==> src/vtpc_pkg.sv <==
// constants, field layout and carrier types of the video test pattern configuration block
// Function
// - internal timing: clock from pixel clock when source bit set, else divided clock
// - clock-source bit is ignored while external timing is selected
// - timing select set: generate own timing from configuration registers
// - timing select clear: follow incoming pixel clock, data enable and syncs
// - colour-inversion bit set outputs bitwise inverse of each colour value
// - auto-scroll set: advance to next enabled pattern after dwell frame count
// - auto-scroll clear: hold the selected pattern, never advance alone
// - read-write 8-bit indirect address register at index 0x66
// - data write at index 0x67 lands in the indirect register addressed
// - data read at index 0x67 returns the indirect register addressed
// - patterns drive the video outputs only while the enable bit is one
// - 18-bit mode uses 64 levels on six MSBs, else 256 levels
package vtpc_pkg;
  // ==========================================================================
  // register indexes (byte address is four times the index)
  localparam logic [7:0] IDX_ENABLE = 8'h64;
  localparam logic [7:0] IDX_CONFIG = 8'h65;
  localparam logic [7:0] IDX_IADDR  = 8'h66;
  localparam logic [7:0] IDX_IDATA  = 8'h67;
  localparam int unsigned ADDR_W    = 12;
  // ==========================================================================
  // field positions
  localparam int unsigned EN_BIT     = 0;
  localparam int unsigned CFG_B18    = 4;
  localparam int unsigned CFG_EXTCLK = 3;
  localparam int unsigned CFG_TSEL   = 2;
  localparam int unsigned CFG_INV    = 1;
  localparam int unsigned CFG_SCROLL = 0;
  localparam logic [7:0]  CFG_MASK   = 8'h1F;
  // ==========================================================================
  // reset values
  localparam logic [7:0] RST_CONFIG = 8'h00;
  localparam logic [7:0] RST_IADDR  = 8'h00;
  localparam logic       RST_ENABLE = 1'b0;
  // ==========================================================================
  // indirectly mapped registers
  localparam int unsigned IR_DEPTH = 16;
  localparam logic [7:0] IR_DWELL = 8'h00;
  localparam logic [7:0] IR_PMASK = 8'h01;
  localparam logic [7:0] IR_PSEL  = 8'h02;
  localparam logic [7:0] IR_HTOT  = 8'h03;
  localparam logic [7:0] IR_HACT  = 8'h04;
  localparam logic [7:0] IR_VTOT  = 8'h05;
  localparam logic [7:0] IR_VACT  = 8'h06;
  localparam logic [7:0] IR_HSW   = 8'h07;
  localparam logic [7:0] IR_VSW   = 8'h08;
  localparam logic [7:0] IR_HBP   = 8'h09;
  localparam logic [7:0] IR_VBP   = 8'h0A;
  localparam logic [7:0] IR_SPOL  = 8'h0B;
  localparam logic [7:0] IR_RST [IR_DEPTH] = '{8'h01, 8'h3F, 8'h00, 8'h40, 8'h20,
    8'h30, 8'h18, 8'h04, 8'h02, 8'h04, 8'h02, 8'h00, 8'h00, 8'h00, 8'h00, 8'h00};
  // ==========================================================================
  // patterns and colour
  localparam int unsigned NPAT      = 6;
  localparam logic [2:0]  PAT_WHITE = 3'h0;
  localparam logic [2:0]  PAT_BLACK = 3'h1;
  localparam logic [2:0]  PAT_RED   = 3'h2;
  localparam logic [2:0]  PAT_GREEN = 3'h3;
  localparam logic [2:0]  PAT_BLUE  = 3'h4;
  localparam logic [2:0]  PAT_RAMP  = 3'h5;
  localparam logic [7:0]  FULL_24   = 8'hFF;
  localparam logic [7:0]  FULL_18   = 8'hFC;
  localparam logic [23:0] MASK_18   = 24'hFCFCFC;
  localparam logic [7:0]  DIV_LAST  = 8'h01;
  // ==========================================================================
  typedef struct packed {
    logic        de;
    logic        hs;
    logic        vs;
    logic [23:0] rgb;
  } vtpc_video_t;
endpackage : vtpc_pkg

==> src/vtpc_top.sv <==
// video test pattern generator control, timing, colour and apb register window
`timescale 1ns/1ps
`default_nettype none
module vtpc_top
  import vtpc_pkg::*;
(
  input  wire logic              CORE_CLK,
  input  wire logic              RST,
  input  wire logic              PSEL,
  input  wire logic              PENABLE,
  input  wire logic              PWRITE,
  input  wire logic [ADDR_W-1:0] PADDR,
  input  wire logic [31:0]       PWDATA,
  output logic [31:0]            PRDATA,
  output logic                   PREADY,
  output logic                   PSLVERR,
  input  wire logic              PIX_CE,
  input  wire vtpc_video_t       VID_IN,
  output vtpc_video_t            VID_O
);
  // ==========================================================================
  // apb decode
  logic [7:0]  idx;
  logic        setup;
  logic        acc;
  logic        wr;
  logic        hit;
  logic [7:0]  en_reg_r;
  logic [7:0]  cfg_r;
  logic [7:0]  iaddr_r;
  logic [7:0]  ir_r [IR_DEPTH];
  logic [7:0]  prdata_r;
  logic [2:0]  cur_r;
  logic        iaddr_ok;

  function automatic logic is_mapped(input logic [ADDR_W-1:0] a);
    logic [7:0] i;
    i = a[9:2];
    if (a[ADDR_W-1:10] != '0 || a[1:0] != 2'b00) begin
      return 1'b0;
    end else if (i == IDX_ENABLE || i == IDX_CONFIG) begin
      return 1'b1;
    end else if (i == IDX_IADDR || i == IDX_IDATA) begin
      return 1'b1;
    end else begin
      return 1'b0;
    end
  endfunction : is_mapped

  assign idx      = PADDR[9:2];
  assign setup    = PSEL & ~PENABLE;
  assign acc      = PSEL & PENABLE;
  assign hit      = is_mapped(PADDR);
  assign wr       = acc & PWRITE & hit;
  assign PREADY   = 1'b1;
  assign PSLVERR  = acc & ~hit;
  assign PRDATA   = {24'h000000, prdata_r};
  assign iaddr_ok = iaddr_r < 8'(IR_DEPTH);

  logic wr_en;
  logic wr_cfg;
  logic wr_iaddr;
  logic wr_idata;
  logic psel_wr;
  assign wr_en    = wr & (idx == IDX_ENABLE);
  assign wr_cfg   = wr & (idx == IDX_CONFIG);
  assign wr_iaddr = wr & (idx == IDX_IADDR);
  assign wr_idata = wr & (idx == IDX_IDATA);
  assign psel_wr  = wr_idata & (iaddr_r == IR_PSEL);

  logic en;
  logic b18;
  logic extclk;
  logic tsel;
  logic inv;
  logic scroll;
  assign en     = en_reg_r[EN_BIT];
  assign b18    = cfg_r[CFG_B18];
  assign extclk = cfg_r[CFG_EXTCLK];
  assign tsel   = cfg_r[CFG_TSEL];
  assign inv    = cfg_r[CFG_INV];
  assign scroll = cfg_r[CFG_SCROLL];

  // ==========================================================================
  // direct registers
  always_ff @(posedge CORE_CLK) begin
    if (RST) begin
      en_reg_r <= {7'h00, RST_ENABLE};
      cfg_r    <= RST_CONFIG;
    end else begin
      if (wr_en) begin
        en_reg_r <= {7'h00, PWDATA[EN_BIT]};
      end
      if (wr_cfg) begin
        cfg_r <= PWDATA[7:0] & CFG_MASK;
      end
    end
  end

  // data accesses never touch the address, so a burst of data writes hits one location
  always_ff @(posedge CORE_CLK) begin
    if (RST) begin
      iaddr_r <= RST_IADDR;
    end else if (wr_iaddr) begin
      iaddr_r <= PWDATA[7:0];
    end
  end

  // ==========================================================================
  // indirect register array
  always_ff @(posedge CORE_CLK) begin
    if (RST) begin
      ir_r <= IR_RST;
    end else if (wr_idata && iaddr_ok) begin
      ir_r[iaddr_r[3:0]] <= PWDATA[7:0];
    end
  end

  // read data is captured in the setup phase, so the access phase needs no wait state
  always_ff @(posedge CORE_CLK) begin
    if (RST) begin
      prdata_r <= 8'h00;
    end else if (setup && !PWRITE) begin
      if (!hit) begin
        prdata_r <= 8'h00;
      end else if (idx == IDX_ENABLE) begin
        prdata_r <= en_reg_r;
      end else if (idx == IDX_CONFIG) begin
        prdata_r <= cfg_r;
      end else if (idx == IDX_IADDR) begin
        prdata_r <= iaddr_r;
      end else if (iaddr_r == IR_PSEL) begin
        prdata_r <= {5'h00, cur_r};
      end else if (iaddr_ok) begin
        prdata_r <= ir_r[iaddr_r[3:0]];
      end else begin
        prdata_r <= 8'h00;
      end
    end
  end

  // ==========================================================================
  // generator clock: divided enable or pixel strobe
  logic [7:0] div_r;
  logic       div_ce;
  logic       gen_ce;
  assign div_ce = div_r == DIV_LAST;
  assign gen_ce = tsel ? (extclk ? PIX_CE : div_ce) : PIX_CE;

  always_ff @(posedge CORE_CLK) begin
    if (RST || div_ce) begin
      div_r <= 8'h00;
    end else begin
      div_r <= div_r + 8'h01;
    end
  end

  // ==========================================================================
  // internal timing
  logic [7:0] hc_r;
  logic [7:0] vc_r;
  logic       h_end;
  logic       v_end;
  logic [8:0] h_start;
  logic [8:0] v_start;

  function automatic logic in_win(input logic [7:0] c, input logic [8:0] s,
                                  input logic [7:0] len);
    logic [9:0] e;
    e = {1'b0, s} + {2'b00, len};
    return ({2'b00, c} >= {1'b0, s}) && ({2'b00, c} < e);
  endfunction : in_win

  assign h_end   = hc_r == ir_r[IR_HTOT[3:0]] - 8'h01;
  assign v_end   = vc_r == ir_r[IR_VTOT[3:0]] - 8'h01;
  assign h_start = {1'b0, ir_r[IR_HSW[3:0]]} + {1'b0, ir_r[IR_HBP[3:0]]};
  assign v_start = {1'b0, ir_r[IR_VSW[3:0]]} + {1'b0, ir_r[IR_VBP[3:0]]};

  always_ff @(posedge CORE_CLK) begin
    if (RST || !tsel) begin
      hc_r <= 8'h00;
      vc_r <= 8'h00;
    end else if (gen_ce) begin
      if (h_end) begin
        hc_r <= 8'h00;
        vc_r <= v_end ? 8'h00 : vc_r + 8'h01;
      end else begin
        hc_r <= hc_r + 8'h01;
      end
    end
  end

  logic int_de;
  logic int_hs;
  logic int_vs;
  logic [7:0] int_x;
  assign int_de = in_win(hc_r, h_start, ir_r[IR_HACT[3:0]])
                & in_win(vc_r, v_start, ir_r[IR_VACT[3:0]]);
  assign int_hs = (hc_r < ir_r[IR_HSW[3:0]]) ^ ir_r[IR_SPOL[3:0]][0];
  assign int_vs = (vc_r < ir_r[IR_VSW[3:0]]) ^ ir_r[IR_SPOL[3:0]][1];
  assign int_x  = hc_r - h_start[7:0];

  // ==========================================================================
  // external timing tracking
  logic [7:0] ext_x_r;
  logic       vs_prev_r;
  always_ff @(posedge CORE_CLK) begin
    if (RST) begin
      ext_x_r   <= 8'h00;
      vs_prev_r <= 1'b0;
    end else if (gen_ce) begin
      ext_x_r   <= VID_IN.de ? ext_x_r + 8'h01 : 8'h00;
      vs_prev_r <= VID_IN.vs;
    end
  end

  logic frame_tick;
  assign frame_tick = gen_ce & (tsel ? (h_end & v_end) : (VID_IN.vs & ~vs_prev_r));

  // ==========================================================================
  // pattern selection and auto-scroll
  function automatic logic [2:0] next_pat(input logic [2:0] c, input logic [7:0] m);
    logic [2:0] n;
    logic [2:0] res;
    logic       found;
    res   = c;
    found = 1'b0;
    n     = c;
    for (int i = 0; i < NPAT; i++) begin
      n = (n == 3'(NPAT - 1)) ? 3'h0 : n + 3'h1;
      if (!found && m[n]) begin
        res   = n;
        found = 1'b1;
      end
    end
    return res;
  endfunction : next_pat

  logic [7:0] fcnt_r;
  always_ff @(posedge CORE_CLK) begin
    if (RST) begin
      cur_r  <= PAT_WHITE;
      fcnt_r <= 8'h00;
    end else if (psel_wr) begin
      cur_r  <= (PWDATA[7:0] < 8'(NPAT)) ? PWDATA[2:0] : cur_r;
      fcnt_r <= 8'h00;
    end else if (scroll && frame_tick) begin
      if (fcnt_r + 8'h01 >= ir_r[IR_DWELL[3:0]]) begin
        fcnt_r <= 8'h00;
        cur_r  <= next_pat(cur_r, ir_r[IR_PMASK[3:0]]);
      end else begin
        fcnt_r <= fcnt_r + 8'h01;
      end
    end else if (!scroll) begin
      fcnt_r <= 8'h00;
    end
  end

  // ==========================================================================
  // colour generation
  function automatic logic [23:0] pat_color(input logic [2:0] p, input logic [7:0] x,
                                            input logic b, input logic iv);
    logic [7:0]  f;
    logic [7:0]  l;
    logic [23:0] c;
    f = b ? FULL_18 : FULL_24;
    l = b ? {x[5:0], 2'b00} : x;
    case (p)
      PAT_WHITE: c = {f, f, f};
      PAT_RED:   c = {f, 8'h00, 8'h00};
      PAT_GREEN: c = {8'h00, f, 8'h00};
      PAT_BLUE:  c = {8'h00, 8'h00, f};
      PAT_RAMP:  c = {l, l, l};
      default:   c = 24'h000000;
    endcase
    c = iv ? ~c : c;
    return b ? (c & MASK_18) : c;
  endfunction : pat_color

  logic        src_de;
  logic        src_hs;
  logic        src_vs;
  logic [7:0]  src_x;
  assign src_de = tsel ? int_de : VID_IN.de;
  assign src_hs = tsel ? int_hs : VID_IN.hs;
  assign src_vs = tsel ? int_vs : VID_IN.vs;
  assign src_x  = tsel ? int_x : ext_x_r;

  // disabled generator blanks the whole bus rather than leaving stale colour
  always_ff @(posedge CORE_CLK) begin
    if (RST) begin
      VID_O <= '0;
    end else if (gen_ce) begin
      if (en) begin
        VID_O.de  <= src_de;
        VID_O.hs  <= src_hs;
        VID_O.vs  <= src_vs;
        VID_O.rgb <= src_de ? pat_color(cur_r, src_x, b18, inv) : 24'h000000;
      end else begin
        VID_O <= '0;
      end
    end
  end
endmodule : vtpc_top
`default_nettype wire

==> config.mk <==
export PLATFORM = sky130hd
export DESIGN_NAME = vtpc_top
export DESIGN_NICKNAME = d
export VERILOG_FILES = /design/src/vtpc_pkg.sv /design/src/vtpc_top.sv
export SDC_FILE = /design/constraint.sdc
export NUM_CORES = 1
export LEC_CHECK = 0
export BUFFER_PORTS_ARGS = -buffer_cell sky130_fd_sc_hd__buf_2
export CORE_ASPECT_RATIO = 1.5
export CORE_MARGIN = 2
export CORE_UTILIZATION = 55
export CTS_BUF_LIST = sky130_fd_sc_hd__clkbuf_16
export DETAILED_ROUTE_END_ITERATION = 12
export PLACE_DENSITY = 0.88
export SYNTH_ARGS = -nofsm -noshare
export SYNTH_HDL_FRONTEND = slang
export SYNTH_SLANG_ARGS = --single-unit
==> constraint.sdc <==
create_clock -name CORE_CLK -period 4 [get_ports CORE_CLK]
set_input_delay 0.8 -clock CORE_CLK [delete_from_list [all_inputs] [get_ports CORE_CLK]]
set_output_delay 0.8 -clock CORE_CLK [all_outputs]
set_load 0.01 [all_outputs]
* Word-level counts from Yosys, hierarchy flattened
Cells that the tools add are included.
** Word-level totals
- Register bits :: 221
- Input bits :: 77
- Output and inout port bits :: 61
- Word-level logic and storage cells :: 229
** Cells by class
- Add/sub/neg operators :: 18
- $lt $le $gt $ge :: 17
- Eq/ne operators :: 19
- Multiplexer cells :: 91
- Bitwise gates (word level) :: 21
- Reduce and logical (&&, ||, !) cells :: 32
** Operator list (count)
- 2-to-1 mux 8 bit :: 17
- bitwise mux 128 bit :: 1
- 2-to-1 mux 24 bit :: 5
- case mux 24 bit (5 select lines) :: 1
- 2-to-1 mux 3 bit :: 16
- adder 8 x 1 -> 8 bit (second input constant) :: 5
- 2-to-1 mux 1 bit :: 40
- binary-select mux 8 bit (select 4 bit) :: 1
- demux 8 bit (select 4 bit) :: 1
- equality test 8 x 7 -> 1 bit (second input constant) :: 4
- 2-to-1 mux 27 bit :: 1
- less-than comparator 3 x 4 -> 1 bit (second input constant) :: 6
- NOT 24 bit :: 1
- equality test 3 bit (second input constant) :: 7
- adder 9 x 8 -> 10 bit :: 2
- less-than comparator 8 x 10 -> 1 bit :: 2
- adder 3 x 1 -> 3 bit (second input constant) :: 6
- adder 8 x 8 -> 9 bit :: 2
- binary-select mux 1 bit (select 3 bit) :: 6
- greater-or-equal comparator 8 x 9 -> 1 bit :: 2
- 2-to-1 mux 18 bit :: 1
- equality test 8 bit :: 2
- less-than comparator 8 bit :: 2
- subtractor 8 x 1 -> 8 bit (second input constant) :: 2
- 24 further kinds :: 65

* Depth between registers and ports, before layout
- Word-level depth :: 44
- Depth in mapped cells :: 19
- Gate-level depth less buffers :: 19

* Least setup slack after synthesis
OpenSTA, ideal clock, no wires.
- Path kind :: register to register
- From :: register ir_r[40] in the netlist's numbering
- To :: register VID_O[0] in the netlist's numbering
- Setup time :: 69 ps
- Arrival :: 3713 ps
- Data required time :: 3931 ps
- Setup slack :: 218 ps
- Stages on the path, launching flop included :: 18
- Path buffers :: 0
- Clock period less this slack :: 3782 ps
- Cells stage by stage :: dfxtp_1 > ha_1 > fa_1 > ha_1 > a21o_1 > a21oi_1 > o21ai_0 > a21oi_1 > o21bai_1 > a21oi_1 > xor2_1 > ha_1 > or3_1 > o211ai_1 > o211ai_1 > o32a_1 > or2_1 > o21ai_1
** On the way
- Cells in the longest elaborated chain, start to end :: 8
- Elaborated cells on any way between the ends :: 9
- Those cells by class :: 2 x add/sub; 2 x order compare; 3 x mux; 1 x bitwise; 1 x reduce/logical
** Ends and longest elaborated chain
- start, declared :: line vtpc_top.sv:31 : logic [7:0] ir_r [IR_DEPTH];
- start signal, assigned by index :: line vtpc_top.sv:115 : ir_r[iaddr_r[3:0]] <= PWDATA[7:0];
- adder 8 x 8 -> 9 bit * :: line vtpc_top.sv:177 : assign v_start = {1'b0, ir_r[IR_VSW[3:0]]} + {1'b0, ir_r[IR_VBP[3:0]]};
- adder 9 x 8 -> 10 bit :: line vtpc_top.sv:170 : e = {1'b0, s} + {2'b00, len};
- less-than comparator 8 x 10 -> 1 bit :: line vtpc_top.sv:171 : return ({2'b00, c} >= {1'b0, s}) && ({2'b00, c} < e);
- logical AND 1 bit * :: line vtpc_top.sv:171
- bitwise AND 1 bit * :: line vtpc_top.sv:198 : & in_win(vc_r, v_start, ir_r[IR_VACT[3:0]]);
- 2-to-1 mux 1 bit * :: line vtpc_top.sv:284 : assign src_de = tsel ? int_de : VID_IN.de;
- 2-to-1 mux 24 bit * :: line vtpc_top.sv:298 : VID_O.rgb <= src_de ? pat_color(cur_r, src_x, b18, inv) : 24'h000000;
- 2-to-1 mux 27 bit * :: line vtpc_top.sv:294 : if (en) begin
- end, declared :: line vtpc_top.sv:19 : output vtpc_video_t VID_O
Every way passes the cells marked *; elsewhere a longest branch is shown, timed or not.
A chain may end at the register's enable or synchronous reset.

* Worst setup path after layout
- From :: register ir_r[48] in the netlist's numbering
- To :: register VID_O[9] in the netlist's numbering
** On the way
- Cells in the longest elaborated chain, start to end :: 13
- Elaborated cells on any way between the ends :: 19
- Those cells by class :: 3 x add/sub; 2 x order compare; 11 x mux; 2 x bitwise; 1 x reduce/logical
** Ends and longest elaborated chain
- adder 8 x 8 -> 9 bit * :: line vtpc_top.sv:176 : assign h_start = {1'b0, ir_r[IR_HSW[3:0]]} + {1'b0, ir_r[IR_HBP[3:0]]};
- subtractor 8 bit :: line vtpc_top.sv:201 : assign int_x = hc_r - h_start[7:0];
- 2-to-1 mux 8 bit :: line vtpc_top.sv:287 : assign src_x = tsel ? int_x : ext_x_r;
- 2-to-1 mux 8 bit :: line vtpc_top.sv:267 : l = b ? {x[5:0], 2'b00} : x;
- case mux 24 bit (5 select lines) :: line vtpc_top.sv:268 : case (p)
- 2-to-1 mux 24 bit :: line vtpc_top.sv:294
- 2-to-1 mux 24 bit :: line vtpc_top.sv:293 : end else if (gen_ce) begin
- 2-to-1 mux 24 bit :: line vtpc_top.sv:291 : if (RST) begin
- NOT 24 bit :: line vtpc_top.sv:276 : c = iv ? ~c : c;
- 2-to-1 mux 24 bit :: line vtpc_top.sv:276
- 2-to-1 mux 18 bit :: line vtpc_top.sv:277 : return b ? (c & MASK_18) : c;
- 2-to-1 mux 24 bit * :: line vtpc_top.sv:298
- 2-to-1 mux 27 bit * :: line vtpc_top.sv:294
Every way passes the cells marked *; elsewhere a longest branch is shown, timed or not. The select of a mux whose other input is x is not followed.

==> run metrics <==
endpoints failing setup=14; final cycle utilization of the critical path=101%; CTS sink count=221; Vias/cell=6.22; Routed WL=41.6 mm; H-tree Lvls=1; final slew viol count=0; CP Class=flop to flop; Post-DRT Antenna Nets=0; Initial Util=55.5%; Tmin final=4040 ps; pin count of the biggest net entering global routing=77; RR Startpoint=ir_r[48]; root buffer selected by CTS=clkbuf_16; grt total ovfl=0; Port Buffer Count=64; FF-to-FF End=VID_O[9]; #FFs+latches synth=221; Yosys warning total=0; RePlAce Congestion=0.954; Worst-Skew Late Latency=520 ps; clk buf depth=3; HP Start=VID_O[9]; Synth Cell Area=0.0142 mm2; status=finished with violations; initial antenna violation count=0; Slew headroom=22.0%; Setup WS pre-CTS=-268 ps; fmax=247 MHz; failing checks=negative setup slack; R2R cell count=18; synth unique cells=93; ANT cells=0; Die Span Y=201 um; max_cap viols=0; Iter 0 DRT Violations=1272; Synth area leader=dfxtp_1; DP Wirelength=30.2 mm; via count=13500; Synth Instances=1750; FP Rows=72; TritonCTS clock tree=yes; clock slew at reported path FFs=70 ps; nets=2000; worst reg-to-reg setup slack=-40 ps; number of global-route vias before repair=13100; synth cell count leaders=nand2_1 (355), dfxtp_1 (221), a21oi_1 (190); Seq/Total Area, Yosys=31.2%; Final Power=0.00422 W; Die Area=0.0271 mm2; Tot GR Track Use=29.8%; maximum vdd drop=0.000272 V; skew final=31.2 ps; crit path launch type=flop; fraction of registers with async set/reset=0%; TritonCTS buffer count=20; CP Capture Type=flop; Worst Path Arrival=4490 ps; Final Hold Vio Count=0; PwrDens=267 mW/mm2; post-synth top area share=31.2%; core box area=0.0256 mm2; width of the die=135 um; CP Data Required Time=4440 ps; setup ws final=-44.7 ps; # IOs=138; Lkg Pwr=6.22 nW; top cells by area, synth=dfxtp_1 (31%), nand2_1 (9.4%), ha_1 (8.4%); first-pass GRT wire length=65.2 mm; CP startpoint=ir_r[48]; first-pass detailed-route iteration total=5; hold buffer count at cts=0; share of layout cells above drive strength 1=15.5%; Area Overhead vs Synth=11.5%; DRC errors left=0; most common cell in the synthesized netlist=nand2_1; Syn Area/Cell=8.11 um2; Avg WL per Cell=19.2 um; Post-synth EDFFs=0; Critical Path Fanout Max=6; ys flop type=dfxtp_1; Worst Tran Pin Value=1170 ps; worst hold path type=flop to flop; RSZ-0062 raised after global routing=yes; crit path capture=VID_O[9]
==> final cells by class <==
| cell class | instances | area, um2 |
|---|---|---|
| tap | 333 | 417 |
| clock inverter | 16 | 114 |
| fill | 2025 | 9760 |
| multi-input combinational | 1364 | 9170 |
| sequential | 221 | 4430 |
| inverter | 77 | 289 |
| timing repair buffer | 139 | 898 |
| clock buffer | 20 | 500 |
==> worst min path at each step <==
stage	end	slack [ps]	cells after the start
global placement	VID_O[2]	430	2
CTS	VID_O[9]	450	2
detailed placement	VID_O[18]	440	2
floorplan	ir_r[10]	430	2
global route	VID_O[9]	460	2
finish	VID_O[9]	450	2
==> logic make-up after synthesis <==
kind of cell | after synthesis | synth area share (%)
flip-flops | 221 | 31.2
adder cells (fa/ha/maj) | 100 | 9.08
buffers and inverters | 188 | 5.85
multiplexers | 74 | 9.07
AND/OR/NAND/NOR | 667 | 21.3
other | 2 | 0.0529
AO/OA/AOI/OAI | 400 | 17.4
XOR/XNOR | 98 | 6.05
==> per-layer routing <==
metal  GRT usage (%)  vias to the layer above  share of wire [%]
met5               0                        -                  0
met4            23.6                        0                9.0
met3            4.47                      249                8.0
met2            52.3                      780                 49
met1            31.1                     6250                 34
li1                -                     6211                  -
==> cells in the final DEF (no fill, tap or decap), drive strengths merged, types with 8 or more instances in the layout <==
master  instances
a211oi         17
a21o           24
a21oi         193
a22oi          12
and3           25
buf           139
clkbuf         20
conb           25
dfxtp         221
ha             95
inv            83
mux2            8
mux2i          24
mux4           42
nand2         355
nand2b         17
nand3          54
nor2          112
nor2b          16
nor3           26
nor4           10
o211ai         13
o21ai          60
o21bai         11
o22ai           8
or3             9
xnor2          50
xor2           48
==> stage by stage <==
stage                     cell area, um2  hold WS (ps)  utilization, %  setup TNS (ps)  instances
after floorplan                    14300           429               -               0       1773
after global placement             15000           432            58.6           -1210       2127
after detailed placement           15000           438            58.6           -3600       2127
after CTS                          15700           449            61.4               0       2165
after global routing               15800           463            61.8           -3330       2170
final                              15800           450            61.8            -268       2170
==> power by group <==
part	switching, W	internal, W
registers	0.00000753	0.00220
logic	0.000112	0.0000321
clock network	0.000877	0.000984
==> flip-flops by register name, indices dropped and copies added, names as in the netlist <==
signal	flops
ir_r	128
cfg_r	5
en_reg_r	1
hc_r	8
div_r	8
prdata_r	8
cur_r	3
vc_r	8
iaddr_r	8
fcnt_r	8
VID_O	27
ext_x_r	8
vs_prev_r	1
==> critical path: stages, from the launching register on <==
cell and delay, ps:
dfxtp_1 320, ha_1 230, fa_2 360, xor2_1 220, ha_1 290, buf_4 150, a21oi_1 200, o21bai_1 130
a21oi_2 190, o21bai_1 110, a21oi_2 170, xor2_1 160, ha_1 260, a21oi_1 120, a221oi_1 110, buf_4 160
o32a_1 380, or2_4 280, o21ai_1 130
==> repair_timing <==
item	4_1_cts	5_1_grt
setup endpoints to repair	24	25
hold endpoints to repair	0	0
resized for setup	27	27
pin swaps	11	29
setup buffers	2	5
Power figures use the tool's default switching activity.
